===== config.mk =====
export PLATFORM = sky130hd
export DESIGN_NAME = tmz_timer
export DESIGN_NICKNAME = d
export VERILOG_FILES = /design/src/tmz_pkg.sv /design/src/tmz_cmp_chan.sv /design/src/tmz_timer.sv
export SDC_FILE = /design/constraint.sdc
export NUM_CORES = 1
export LEC_CHECK = 0
export BUFFER_PORTS_ARGS = -buffer_cell sky130_fd_sc_hd__buf_2
export CORE_AREA = 2 2 119 92
export CTS_CLUSTER_SIZE = 40
export DETAILED_ROUTE_END_ITERATION = 10
export DIE_AREA = 0 0 121 94
export PLACE_DENSITY_LB_ADDON = 0.25
export SYNTH_ARGS = -nofsm -noshare
export SYNTH_HDL_FRONTEND = slang
export SYNTH_SLANG_ARGS = --single-unit

===== constraint.sdc =====
create_clock -name mclk -period 2.7 [get_ports mclk]
set_clock_uncertainty 0.2 [all_clocks]
set_input_delay 0.135 -clock mclk [delete_from_list [all_inputs] [get_ports mclk]]
set_output_delay 0.135 -clock mclk [all_outputs]
set_load 0.05 [all_outputs]

===== src/tmz_pkg.sv =====
// package for the 8-bit timer: codes, reset values, structs
// assumes nothing of its surroundings
package tmz_pkg;

    // ------------------------------------------------------------------
    // counter constants
    // ------------------------------------------------------------------
    localparam logic [7:0] CNT_BOTTOM   = 8'h00;
    localparam logic [7:0] CNT_MAX      = 8'hFF;
    localparam logic [7:0] CNT_RESET    = 8'h00;
    localparam logic [7:0] CMP_RESET    = 8'h00;

    // ------------------------------------------------------------------
    // waveform mode codes
    // ------------------------------------------------------------------
    localparam logic [2:0] WGM_NORMAL   = 3'h0;
    localparam logic [2:0] WGM_PC_MAX   = 3'h1;
    localparam logic [2:0] WGM_CTC      = 3'h2;
    localparam logic [2:0] WGM_FAST_MAX = 3'h3;
    localparam logic [2:0] WGM_PC_OCRA  = 3'h5;
    localparam logic [2:0] WGM_FAST_OCRA = 3'h7;

    // ------------------------------------------------------------------
    // clock select codes
    // ------------------------------------------------------------------
    localparam logic [2:0] CS_STOP      = 3'h0;
    localparam logic [2:0] CS_DIV1      = 3'h1;
    localparam logic [2:0] CS_DIV8      = 3'h2;
    localparam logic [2:0] CS_DIV64     = 3'h3;
    localparam logic [2:0] CS_DIV256    = 3'h4;
    localparam logic [2:0] CS_DIV1024   = 3'h5;
    localparam logic [2:0] CS_EXT_FALL  = 3'h6;
    localparam logic [2:0] CS_EXT_RISE  = 3'h7;

    // prescaler taps: division factor minus one
    localparam logic [9:0] PS_MASK8     = 10'h007;
    localparam logic [9:0] PS_MASK64    = 10'h03F;
    localparam logic [9:0] PS_MASK256   = 10'h0FF;
    localparam logic [9:0] PS_MASK1024  = 10'h3FF;

    // compare output modes
    localparam logic [1:0] COM_NONE     = 2'h0;
    localparam logic [1:0] COM_TOGGLE   = 2'h1;
    localparam logic [1:0] COM_CLEAR    = 2'h2;
    localparam logic [1:0] COM_SET      = 2'h3;

    // ------------------------------------------------------------------
    // grouped control and flags
    // ------------------------------------------------------------------
    typedef struct packed {
        logic [2:0] waveform_mode_field;
        logic [2:0] clock_select_field;
        logic [1:0] compare_output_mode_a;
        logic [1:0] compare_output_mode_b;
    } tmz_ctrl_s;

    typedef struct packed {
        logic compare_flag_b;
        logic compare_flag_a;
        logic overflow_flag;
    } tmz_flags_s;

endpackage


===== src/tmz_cmp_chan.sv =====
// one compare channel: buffer, active value, flag, output
// assumes tick and update strobes come from the parent
`timescale 1ns/10ps
module tmz_cmp_chan (
    // clock and reset
    input  wire logic       mclk,
    input  wire logic       rst,
    // software access
    input  wire logic       cmp_we,
    input  wire logic [7:0] cmp_wdata,
    input  wire logic       force_compare_bit,
    input  wire logic       flag_clr,
    // counter context
    input  wire logic [7:0] timer_count,
    input  wire logic       tick,
    input  wire logic       block_match,
    input  wire logic       pwm_mode,
    input  wire logic       update_strobe,
    input  wire logic       inv_level,
    input  wire logic [1:0] compare_output_mode,
    // results
    output logic [7:0]      compare_value,
    output logic [7:0]      compare_active,
    output logic            match,
    output logic            compare_flag_x,
    output logic            compare_out_x
);

    logic [7:0] buf_q;
    logic [7:0] act_q;
    logic       flag_q;
    logic       out_q;
    logic       match_evt;

    // compare against the active value
    assign match = (timer_count == act_q);
    // a match acts on a tick unless a counter write blocks it
    assign match_evt = tick & match & ~block_match;

    // buffer register that software sees
    always_ff @(posedge mclk) begin
        if (rst) begin
            buf_q <= tmz_pkg::CMP_RESET;
        end else if (cmp_we) begin
            buf_q <= cmp_wdata;
        end
    end

    // active value: direct outside pwm, copied at top in pwm
    always_ff @(posedge mclk) begin
        if (rst) begin
            act_q <= tmz_pkg::CMP_RESET;
        end else if (!pwm_mode) begin
            if (cmp_we) begin
                act_q <= cmp_wdata;
            end
        end else if (update_strobe) begin
            act_q <= buf_q;
        end
    end

    // flag: set beats clear; a force never sets it
    always_ff @(posedge mclk) begin
        if (rst) begin
            flag_q <= 1'b0;
        end else if (match_evt) begin
            flag_q <= 1'b1;
        end else if (flag_clr) begin
            flag_q <= 1'b0;
        end
    end

    // output state from match or force
    always_ff @(posedge mclk) begin
        if (rst) begin
            out_q <= 1'b0;
        end else if (pwm_mode) begin
            if (match_evt && compare_output_mode[1]) begin
                out_q <= inv_level ^ compare_output_mode[0];
            end
        end else if (match_evt || force_compare_bit) begin
            case (compare_output_mode)
                tmz_pkg::COM_TOGGLE: out_q <= ~out_q;
                tmz_pkg::COM_CLEAR:  out_q <= 1'b0;
                tmz_pkg::COM_SET:    out_q <= 1'b1;
                default:             out_q <= out_q;
            endcase
        end
    end

    assign compare_value  = buf_q;
    assign compare_active = act_q;
    assign compare_flag_x = flag_q;
    assign compare_out_x  = out_q;

endmodule


===== src/tmz_timer.sv =====
// 8-bit timer/counter, two compare channels, flags and masks
// assumes strobes are one-cycle pulses on mclk
`timescale 1ns/10ps
module tmz_timer (
    // clock and reset
    input  wire logic               mclk,
    input  wire logic               rst,
    // configuration
    input  tmz_pkg::tmz_ctrl_s      ctrl,
    input  wire logic               timer_power_down_bit,
    input  wire logic [2:0]         timer_mask_reg,
    // counter access
    input  wire logic               timer_count_we,
    input  wire logic [7:0]         timer_count_wdata,
    // compare access
    input  wire logic               compare_a_we,
    input  wire logic               compare_b_we,
    input  wire logic [7:0]         compare_wdata,
    input  wire logic [1:0]         force_compare_bit,
    // flag clearing: write-one mask and interrupt service acknowledges
    input  wire logic               flag_we,
    input  wire logic [2:0]         flag_wdata,
    input  wire logic [2:0]         irq_ack,
    // external count pin
    input  wire logic               ext_count_pin,
    // status and outputs
    output logic [7:0]              timer_count,
    output logic [7:0]              compare_value_a,
    output logic [7:0]              compare_value_b,
    output tmz_pkg::tmz_flags_s     timer_flag_reg,
    output logic [2:0]              irq_req,
    output logic                    bottom,
    output logic                    compare_out_a,
    output logic                    compare_out_b
);

    // ------------------------------------------------------------------
    // mode decode
    // ------------------------------------------------------------------
    logic [2:0] wgm;
    logic       pwm_mode;
    logic       phase_correct;
    logic       top_is_ocra;
    logic       ctc_mode;
    logic [7:0] top_value;
    logic [7:0] cmp_act_a;
    logic [7:0] cmp_act_b;

    assign wgm           = ctrl.waveform_mode_field;
    assign ctc_mode      = (wgm == tmz_pkg::WGM_CTC);
    assign pwm_mode      = (wgm == tmz_pkg::WGM_PC_MAX) || (wgm == tmz_pkg::WGM_FAST_MAX)
                        || (wgm == tmz_pkg::WGM_PC_OCRA) || (wgm == tmz_pkg::WGM_FAST_OCRA);
    assign phase_correct = (wgm == tmz_pkg::WGM_PC_MAX) || (wgm == tmz_pkg::WGM_PC_OCRA);
    assign top_is_ocra   = ctc_mode || (wgm == tmz_pkg::WGM_PC_OCRA)
                        || (wgm == tmz_pkg::WGM_FAST_OCRA);
    // top follows the active compare A, not its buffer
    assign top_value     = top_is_ocra ? cmp_act_a : tmz_pkg::CNT_MAX;

    // ------------------------------------------------------------------
    // prescaler and tick source
    // ------------------------------------------------------------------
    logic [9:0] ps_q;
    logic       ext_q;
    logic       ext_prev_q;
    logic       tick;
    logic       run;

    // power-down high gates the prescaler and the tick, not writes
    assign run = ~timer_power_down_bit;

    // prescaler runs only while the block is powered
    always_ff @(posedge mclk) begin
        if (rst) begin
            ps_q <= 10'h000;
        end else if (run) begin
            ps_q <= ps_q + 10'h001;
        end
    end

    // edge detect; pin taken as synchronous
    always_ff @(posedge mclk) begin
        if (rst) begin
            ext_q      <= 1'b0;
            ext_prev_q <= 1'b0;
        end else begin
            ext_q      <= ext_count_pin;
            ext_prev_q <= ext_q;
        end
    end

    // tick select: source and edge from the clock select field
    always_comb begin
        case (ctrl.clock_select_field)
            tmz_pkg::CS_STOP:     tick = 1'b0;
            tmz_pkg::CS_DIV1:     tick = 1'b1;
            tmz_pkg::CS_DIV8:     tick = ((ps_q & tmz_pkg::PS_MASK8) == tmz_pkg::PS_MASK8);
            tmz_pkg::CS_DIV64:    tick = ((ps_q & tmz_pkg::PS_MASK64) == tmz_pkg::PS_MASK64);
            tmz_pkg::CS_DIV256:   tick = ((ps_q & tmz_pkg::PS_MASK256) == tmz_pkg::PS_MASK256);
            tmz_pkg::CS_DIV1024:  tick = (ps_q == tmz_pkg::PS_MASK1024);
            tmz_pkg::CS_EXT_FALL: tick = ext_prev_q & ~ext_q;
            tmz_pkg::CS_EXT_RISE: tick = ~ext_prev_q & ext_q;
            default:              tick = 1'b0;
        endcase
        tick = tick & run;
    end

    // ------------------------------------------------------------------
    // counter unit
    // ------------------------------------------------------------------
    logic [7:0] cnt_q;
    logic       down_q;
    logic       at_top;
    logic       block_q;
    logic       ovf_evt;
    logic       update_strobe;

    assign at_top = (cnt_q == top_value);
    assign bottom = (cnt_q == tmz_pkg::CNT_BOTTOM);

    // counter: write beats clear beats count
    always_ff @(posedge mclk) begin
        if (rst) begin
            cnt_q <= tmz_pkg::CNT_RESET;
        end else if (timer_count_we) begin
            cnt_q <= timer_count_wdata;
        end else if (tick) begin
            if (phase_correct) begin
                if (down_q) begin
                    cnt_q <= bottom ? cnt_q + 8'h01 : cnt_q - 8'h01;
                end else begin
                    cnt_q <= at_top ? cnt_q - 8'h01 : cnt_q + 8'h01;
                end
            end else if (at_top && wgm != tmz_pkg::WGM_NORMAL) begin
                cnt_q <= tmz_pkg::CNT_BOTTOM;
            end else begin
                cnt_q <= cnt_q + 8'h01; // wraps 0xFF to 0x00
            end
        end
    end

    // direction matters in phase-correct modes only
    always_ff @(posedge mclk) begin
        if (rst) begin
            down_q <= 1'b0;
        end else if (!phase_correct) begin
            down_q <= 1'b0;
        end else if (tick && !timer_count_we) begin
            if (at_top) begin
                down_q <= 1'b1;
            end else if (bottom) begin
                down_q <= 1'b0;
            end
        end
    end

    // a counter write blocks the match on the next tick so a count equal
    // to the compare value can be written without a spurious flag
    always_ff @(posedge mclk) begin
        if (rst) begin
            block_q <= 1'b0;
        end else if (timer_count_we) begin
            block_q <= 1'b1;
        end else if (tick) begin
            block_q <= 1'b0;
        end
    end

    // overflow at max, or at the bottom turn in phase-correct
    assign ovf_evt = tick & ~timer_count_we &
                     (phase_correct ? (bottom & down_q)
                                    : (cnt_q == tmz_pkg::CNT_MAX));

    // buffered compare update at top in every pwm mode
    assign update_strobe = tick & ~timer_count_we & at_top;

    // ------------------------------------------------------------------
    // flags
    // ------------------------------------------------------------------
    logic ovf_q;
    logic ovf_clr;
    logic [1:0] cmp_clr;
    logic flag_a;
    logic flag_b;

    assign ovf_clr    = (flag_we & flag_wdata[0]) | irq_ack[0];
    assign cmp_clr[0] = (flag_we & flag_wdata[1]) | irq_ack[1];
    assign cmp_clr[1] = (flag_we & flag_wdata[2]) | irq_ack[2];

    // overflow flag; a new overflow beats a clear in the same cycle
    always_ff @(posedge mclk) begin
        if (rst) begin
            ovf_q <= 1'b0;
        end else if (ovf_evt) begin
            ovf_q <= 1'b1;
        end else if (ovf_clr) begin
            ovf_q <= 1'b0;
        end
    end

    // ------------------------------------------------------------------
    // compare channels
    // ------------------------------------------------------------------
    logic inv_level;

    // phase-correct: sense flips with direction
    assign inv_level = phase_correct & down_q;

    tmz_cmp_chan u_cmp_a (
        .mclk                (mclk),
        .rst                 (rst),
        .cmp_we              (compare_a_we),
        .cmp_wdata           (compare_wdata),
        .force_compare_bit   (force_compare_bit[0]),
        .flag_clr            (cmp_clr[0]),
        .timer_count         (cnt_q),
        .tick                (tick & ~timer_count_we),
        .block_match         (block_q),
        .pwm_mode            (pwm_mode),
        .update_strobe       (update_strobe),
        .inv_level           (inv_level),
        .compare_output_mode (ctrl.compare_output_mode_a),
        .compare_value       (compare_value_a),
        .compare_active      (cmp_act_a),
        .match               (),
        .compare_flag_x      (flag_a),
        .compare_out_x       (compare_out_a)
    );

    tmz_cmp_chan u_cmp_b (
        .mclk                (mclk),
        .rst                 (rst),
        .cmp_we              (compare_b_we),
        .cmp_wdata           (compare_wdata),
        .force_compare_bit   (force_compare_bit[1]),
        .flag_clr            (cmp_clr[1]),
        .timer_count         (cnt_q),
        .tick                (tick & ~timer_count_we),
        .block_match         (block_q),
        .pwm_mode            (pwm_mode),
        .update_strobe       (update_strobe),
        .inv_level           (inv_level),
        .compare_output_mode (ctrl.compare_output_mode_b),
        .compare_value       (compare_value_b),
        .compare_active      (cmp_act_b),
        .match               (),
        .compare_flag_x      (flag_b),
        .compare_out_x       (compare_out_b)
    );

    // ------------------------------------------------------------------
    // outputs
    // ------------------------------------------------------------------
    // masks gate each request alone
    assign timer_flag_reg.overflow_flag  = ovf_q;
    assign timer_flag_reg.compare_flag_a = flag_a;
    assign timer_flag_reg.compare_flag_b = flag_b;
    assign irq_req[0] = ovf_q  & timer_mask_reg[0];
    assign irq_req[1] = flag_a & timer_mask_reg[1];
    assign irq_req[2] = flag_b & timer_mask_reg[2];
    assign timer_count = cnt_q;

endmodule


==> results of run 1 <==
cell type report:
type | instances | area (sq um) | area share
Clock inverter | 4 | 97.6 | 0.0213
Multi-Input combinational cell | 299 | 2080 | 0.454
Tap cell | 136 | 170 | 0.0372
Inverter | 15 | 56.3 | 0.0123
Timing Repair Buffer | 117 | 746 | 0.163
Clock buffer | 12 | 246 | 0.0539
Sequential cell | 59 | 1180 | 0.258
logic make-up (layout without fill, tap and decap cells):
logic type,after synthesis,count (layout)
AO/OA/AOI/OAI,88,89
XOR/XNOR,26,26
adder cells (fa/ha/maj),5,5
buffers and inverters,41,148
flip-flops,59,59
multiplexers,24,24
AND/OR/NAND/NOR,155,155
synth_stat cells (all sizes together) (6+ instances only):
cell / number / share of area
clkbuf: 12 / 0.014
inv: 15 / 0.016
o21ai: 6 / 0.015
nor2: 63 / 0.075
nand2: 19 / 0.021
nor2b: 15 / 0.027
mux2i: 24 / 0.069
xnor2: 11 / 0.028
a21oi: 32 / 0.047
a211oi: 24 / 0.061
nand3: 7 / 0.012
nor4: 7 / 0.019
xor2: 15 / 0.038
nor3: 16 / 0.026
dfxtp: 59 / 0.34
buf: 14 / 0.037
flip-flops by register name, summed over array words and instances (netlist names):
signal	count
ps_q	10
timer_count	8
u_cmp_a.compare_active	8
u_cmp_a.compare_value	8
u_cmp_b.compare_active	8
u_cmp_b.compare_value	8
block_q	1
down_q	1
ext_prev_q	1
ext_q	1
ovf_q	1
u_cmp_a.compare_flag_x	1
u_cmp_a.compare_out_x	1
u_cmp_b.compare_flag_x	1
u_cmp_b.compare_out_x	1
per-stage QoR:
step | setup WS (ps) | instances | TNS, ps | hold slack (ps) | power (uW)
after floorplan | 119 | 398 | 0 | 63.2 | 1330
after global placement | 165 | 596 | 0 | 165 | 1460
after detailed placement | 80.3 | 596 | 0 | 180 | 1460
after CTS | 65.2 | 636 | 0 | 10.4 | 2820
after global routing | -40.3 | 642 | -40.3 | 47.8 | 2930
final | 116 | 642 | 0 | 47.4 | 2800
what timing repair did:
action | CTS | global route
gates resized for setup | 0 | 2
buffers inserted | 0 | 5
hold buffers | 24 | 0
setup endpoints to repair | 0 | 13
hold endpoints to repair | 30 | 0
critical path: stages, from the launching register on:
cell and delay, ps:
dfxtp_1 440, or3_4 460, nor3_2 150, and2_4 200, nor2_2 60, a31oi_4 340, mux2i_1 320, xnor2_1 180
o22ai_1 110
power by group through the flow:
stage          logic [uW]  clock network [uW]  registers [uW]
2_1_floorplan         284                   0            1050
3_3_place_gp          477                   0             979
3_5_place_dp          481                   0             980
4_1_cts               508                1350             962
5_1_grt               567                1390             969
6_report              520                1320             963
per-layer routing:
layer	vias to the layer above	wire length, microns	track usage	share of wire
met5	-	0	0	0
met4	0	74	0.0436	0.0077
met3	10	723	0.0498	0.075
met2	118	4070	0.256	0.42
met1	1469	4770	0.248	0.49
li1	1620	-	-	-
worst paths after layout:
path / cells after the start / to / start / slack [ps]
min reg2reg: 1 / ext_prev_q / ext_q / 280
max reg2reg: 8 / timer_count[7] / timer_count[2] / 120
max: 8 / timer_count[7] / timer_count[2] / 120
min: 3 / timer_count[1] / timer_count_wdata[1] / 50
==> flow_summary_export.csv, run 1 <==
group,metric,value,unit
grt,grt_pass1_wl,15500,microns
finish,finalNetCount,551,
setup_path,crit_arrival,2580,ps
yosys,synth_fa_ha_area_frac,0.0180,
timing,drv_slew,0,
status,status,"finished clean",
grt,grt_max_degree,36,
finish,n_fill_cell,1016,
yosys,syn-cell-area,0.00347,sq mm
clocking,cts_buffer_depth,2,
floorplanning,rows,32,
clocking,clk_latency,330,ps
yosys,synthSimpleGateAreaFrac,0.244,
floorplanning,dieHeight,94,microns
finish,fin_util,0.452,
clocking,cts_tree,"yes",
yosys,synth_compound_area_frac,0.196,
setup_path,critPathLaunchType,"flip-flop",
drt,vias_per_cell,5.01,
yosys,synthCells,398,
yosys,syn_nets,448,
yosys,ys_warn_count,0,
drt,num_vias,3217,
floorplanning,die_x,121,microns
timing,final-setup-viol-count,0,
power,seqPwrFrac,0.344,
setup_path,criticalPathCategory,"reg2reg",
power,power.internal,2040,uW
drt,wire_per_inst,15.0,microns
worst_hold_path,hp-class,"in2reg",
floorplanning,dieArea,0.0114,sq mm
yosys,async_reset_ff_frac,0,
finish,final_cell_mix,"buf_2 (77), dfxtp_1 (59), nor2_1 (58)",
clocking,clk_pin_slew,50,ps
drt,totalWireLength,9630,microns
timing,finalHoldViolCount,0,
floorplanning,core,0.0101,sq mm
grt,grt_pass1_vias,3115,
drt,antenna_left,0,
finish,drive_above_1_share,0.271,
timing,max_freq,0.387,GHz
drt,drc,0,
place,placed_cell_area,0.00393,sq mm
yosys,synth-xor-area-share,0.0656,
finish,areaGrowthSynthToFinish,31.8,%
power,power_density,612,mW/mm^2
floorplanning,start_util,0.343,
power,pwr-share-clk,0.471,
power,power_leakage,0.00196,uW
grt,globalRouteOverflowTotal,0,
timing,tightest_slew,622,ps
yosys,synth.yosys.seq_area_share,0.340,
timing,fin_crit,2580,ps
clocking,cts_buffers,9,
yosys,synth_top_family_by_area,"simple AND/OR/NAND/NOR gates",
setup_path,endpoint_kind,"flip-flop",
clocking,htree_levels,3,
power,vdd_ir_drop_max,296,uV
floorplanning,num_io_pins,78,
setup_path,crit_required,2690,ps
drt,drt-initial-drc-count,194,
grt,gr-usage-all-layers,0.174,
place,hpwl,6810,microns
finish,n_antenna_cell,0,
place,port_buffers,77,
timing,relSlewSlack,0.585,
grt,antenna_found_initial,0,
power,p_sw_frac,0.271,
place,gp_congestion,0.828,
timing,fin_crit_sh,0.957,
yosys,synth_edf_count,0,
yosys,synth_seq_cells,59,
clocking,cts.sinks,59,
setup_path,crit_fanout,10,
power,combinationalPowerShare,0.186,
flow_run,cap_violations,0,
clocking,clockRootBuffer,"clkbuf_16",
finish,final_area,0.00458,sq mm
yosys,yosysUniqueCellTypes,61,
yosys,synthFlopType,"dfxtp_1",
finish,final_common_cell,"buf_2",
yosys,syn_area_per_cell,8.72,sq um
power,switching_power,759,uW
drt,drt_first_pass_iters,4,
yosys,synth_mux_area_frac,0.0692,
(Power assumes the default switching activity.)
==> inputs of run 2 (changes only) <==
--- a/config.mk
+++ b/config.mk
@@ -5,11 +5,12 @@
 export SDC_FILE = /design/constraint.sdc
 export NUM_CORES = 1
 export LEC_CHECK = 0
+export ABC_AREA = 1
 export BUFFER_PORTS_ARGS = -buffer_cell sky130_fd_sc_hd__buf_2
-export CORE_AREA = 2 2 119 92
+export CORE_AREA = 2 2 118 92
 export CTS_CLUSTER_SIZE = 40
 export DETAILED_ROUTE_END_ITERATION = 10
-export DIE_AREA = 0 0 121 94
+export DIE_AREA = 0 0 120 94
 export PLACE_DENSITY_LB_ADDON = 0.25
 export SYNTH_ARGS = -nofsm -noshare
 export SYNTH_HDL_FRONTEND = slang
==> constraint.sdc (replaced) <==
create_clock -name mclk -period 2.1 [get_ports mclk]
set_clock_uncertainty 0.2 [all_clocks]
set_input_delay 0.105 -clock mclk [delete_from_list [all_inputs] [get_ports mclk]]
set_output_delay 0.105 -clock mclk [all_outputs]
set_load 0.05 [all_outputs]
==> flow_summary_export.csv, run 2 <==
group,metric,value,unit
finish,final_common_cell,"nand2_1",
floorplanning,dieArea,0.0113,sq mm
finish,areaGrowthSynthToFinish,46.4,%
floorplanning,core,0.0100,sq mm
clocking,cts.sinks,59,
timing,fin_crit_sh,1.00,
timing,finalHoldViolCount,0,
yosys,synth_edf_count,0,
yosys,yosys.cell_count.top_type,"nand2_1",
power,switching_power,1050,uW
yosys,syn_area_per_cell,6.44,sq um
grt,grt_max_degree,37,
grt,globalRouteOverflowTotal,0,
timing,drv_slew,0,
power,power_leakage,0.00244,uW
finish,final_cell_mix,"nand2_1 (147), buf_2 (77), nor2_1 (73)",
place,pre_cts_ws,-67.6,ps
yosys,synth_area_leaders,"dfxtp_1 (34%), nand2_1 (16%), nor2_1 (8.1%), a21oi_1 (6.4%), inv_1 (5.6%)",
timing,tightest_slew,801,ps
yosys,synth_seq_cells,59,
setup_path,crit_required,2160,ps
setup_path,crit_fanout,8,
drt,wire_per_inst,13.3,microns
yosys,synthCells,537,
worst_hold_path,hp-class,"in2reg",
grt,grt_pass1_vias,3590,
place,gp_congestion,0.942,
finish,n_antenna_cell,0,
floorplanning,dieHeight,94,microns
status,violations,"setup timing",
timing,relSlewSlack,0.465,
finish,largest_reg_flops,10,
yosys,yosys.area.top_type_share,0.342,
power,pwr-share-clk,0.449,
power,combinationalPowerShare,0.209,
clocking,cts_tree,"yes",
floorplanning,start_util,0.344,
clocking,clockRootBuffer,"clkbuf_16",
grt,antenna_found_initial,0,
drt,drt_first_pass_iters,5,
power,vdd_ir_drop_max,413,uV
floorplanning,num_io_pins,78,
clocking,clk_latency,330,ps
power,p_sw_frac,0.288,
yosys,syn-cell-area,0.00346,sq mm
power,p_total,3630,uW
yosys,synth.yosys.seq_area_share,0.342,
grt,gr-usage-all-layers,0.196,
timing,max_freq,0.475,GHz
timing,final-setup-viol-count,1,
floorplanning,die_x,120,microns
drt,drc,0,
status,status,"complete, but fails checks",
yosys,synth_largest_area_cell,"dfxtp_1",
drt,antenna_left,0,
setup_path,criticalPathCategory,"reg2reg",
floorplanning,rows,32,
yosys,async_reset_ff_frac,0,
setup_path,crit_arrival,2170,ps
power,power_density,718,mW/mm^2
finish,top_register,"ps_q",
drt,vias_per_cell,4.80,
yosys,synthFlopType,"dfxtp_1",
timing,fin_crit,2100,ps
drt,drt-initial-drc-count,256,
flow_run,cap_violations,0,
power,power.internal,2580,uW
place,hpwl,7520,microns
yosys,syn_nets,587,
grt,grt_pass1_wl,17300,microns
clocking,htree_levels,3,
setup_path,endpoint_kind,"flip-flop",
setup_path,critPathLaunchType,"flip-flop",
power,seqPwrFrac,0.341,
drt,num_vias,3914,
clocking,cts_buffer_depth,2,
place,port_buffers,77,
clocking,clk_pin_slew,50,ps
drt,totalWireLength,10900,microns
timing,rsz0062_at_grt,"true",
finish,finalNetCount,725,
yosys,yosysUniqueCellTypes,41,
timing,fin_ws,-3.07,ps
yosys,ys_warn_count,0,
clocking,cts_buffers,9,
yosys,ys_top_cells_by_count,"nand2_1 (149), nor2_1 (75), dfxtp_1 (59)",
finish,drive_above_1_share,0.269,
timing,setup_tns,-3.07,ps
finish,n_fill_cell,1017,
run 2: worst max-delay path, stage by stage, from the launching register on:
cell	delay, ps
dfxtp_2	350
ha_4	170
ha_4	120
a21oi_1	60
o21ai_1	130
o211a_1	220
nand3_4	110
nor2_4	130
buf_12	140
nand2_8	90
nand2_8	110
nand2_1	80
a21oi_1	120
run 2: logic make-up after synthesis:
family | Yosys count | synth area share
simple gates | 282 | 0.347
compound gates | 98 | 0.161
xor+xnor | 15 | 0.0380
flops | 59 | 0.342
fa+ha+maj | 5 | 0.0181
buf+inv | 78 | 0.0948
run 2: power groups by stage:
stage	clock network, uW	registers (uW)	logic, uW
6_report	1630	1240	760
5_1_grt	1720	1250	838
4_1_cts	1660	1240	726
3_5_place_dp	0	1260	663
3_3_place_gp	0	1260	658
2_1_floorplan	0	1360	351
run 2: repair_timing:
item                       in CTS  in global routing
hold buffers                   37                  0
pin swaps                       1                 16
hold endpoints to repair       49                  0
buffers inserted                2                  6
setup endpoints to repair       9                 25
gates cloned                    3                  1
gates resized for setup         6                 33
run 2: worst paths after layout:
check / slack, ps / cells after the start / start / end
setup / recovery: -3 / 12 / ps_q[1] / u_cmp_b.compare_active[1]
hold / removal: 20 / 6 / ctrl[0] / u_cmp_b.compare_out_x
setup reg to reg: -3 / 12 / ps_q[1] / u_cmp_b.compare_active[1]
hold reg to reg: 270 / 2 / ext_q / ext_prev_q
run 2: metal layers:
metal	share of wire	global-route usage	wire, microns	vias up
met5	0	0	0	-
met4	0.014	0.0755	147	0
met3	0.072	0.0485	786	10
met2	0.44	0.302	4840	130
met1	0.47	0.265	5110	1768
li1	-	-	-	2006
run 2: layout make-up:
class	instances	area, sq um	share of cell area
tap	136	170	0.0336
multi-input combinational	404	2140	0.422
inverter	57	214	0.0423
sequential	59	1200	0.238
timing repair buffer	144	993	0.196
clock inverter	2	37.5	0.00741
clock buffer	14	305	0.0603
run 2: per-stage QoR:
stage / area [sq um] / std cells / util / hold slack (ps)
2_1_floorplan: 3470 / 537 / - / 12.0
3_3_place_gp: 4080 / 751 / 0.406 / 108
3_5_place_dp: 4080 / 751 / 0.406 / 111
4_1_cts: 4880 / 809 / 0.486 / 4.54
5_1_grt: 5060 / 816 / 0.504 / 51.3
6_report: 5060 / 816 / 0.504 / 15.1
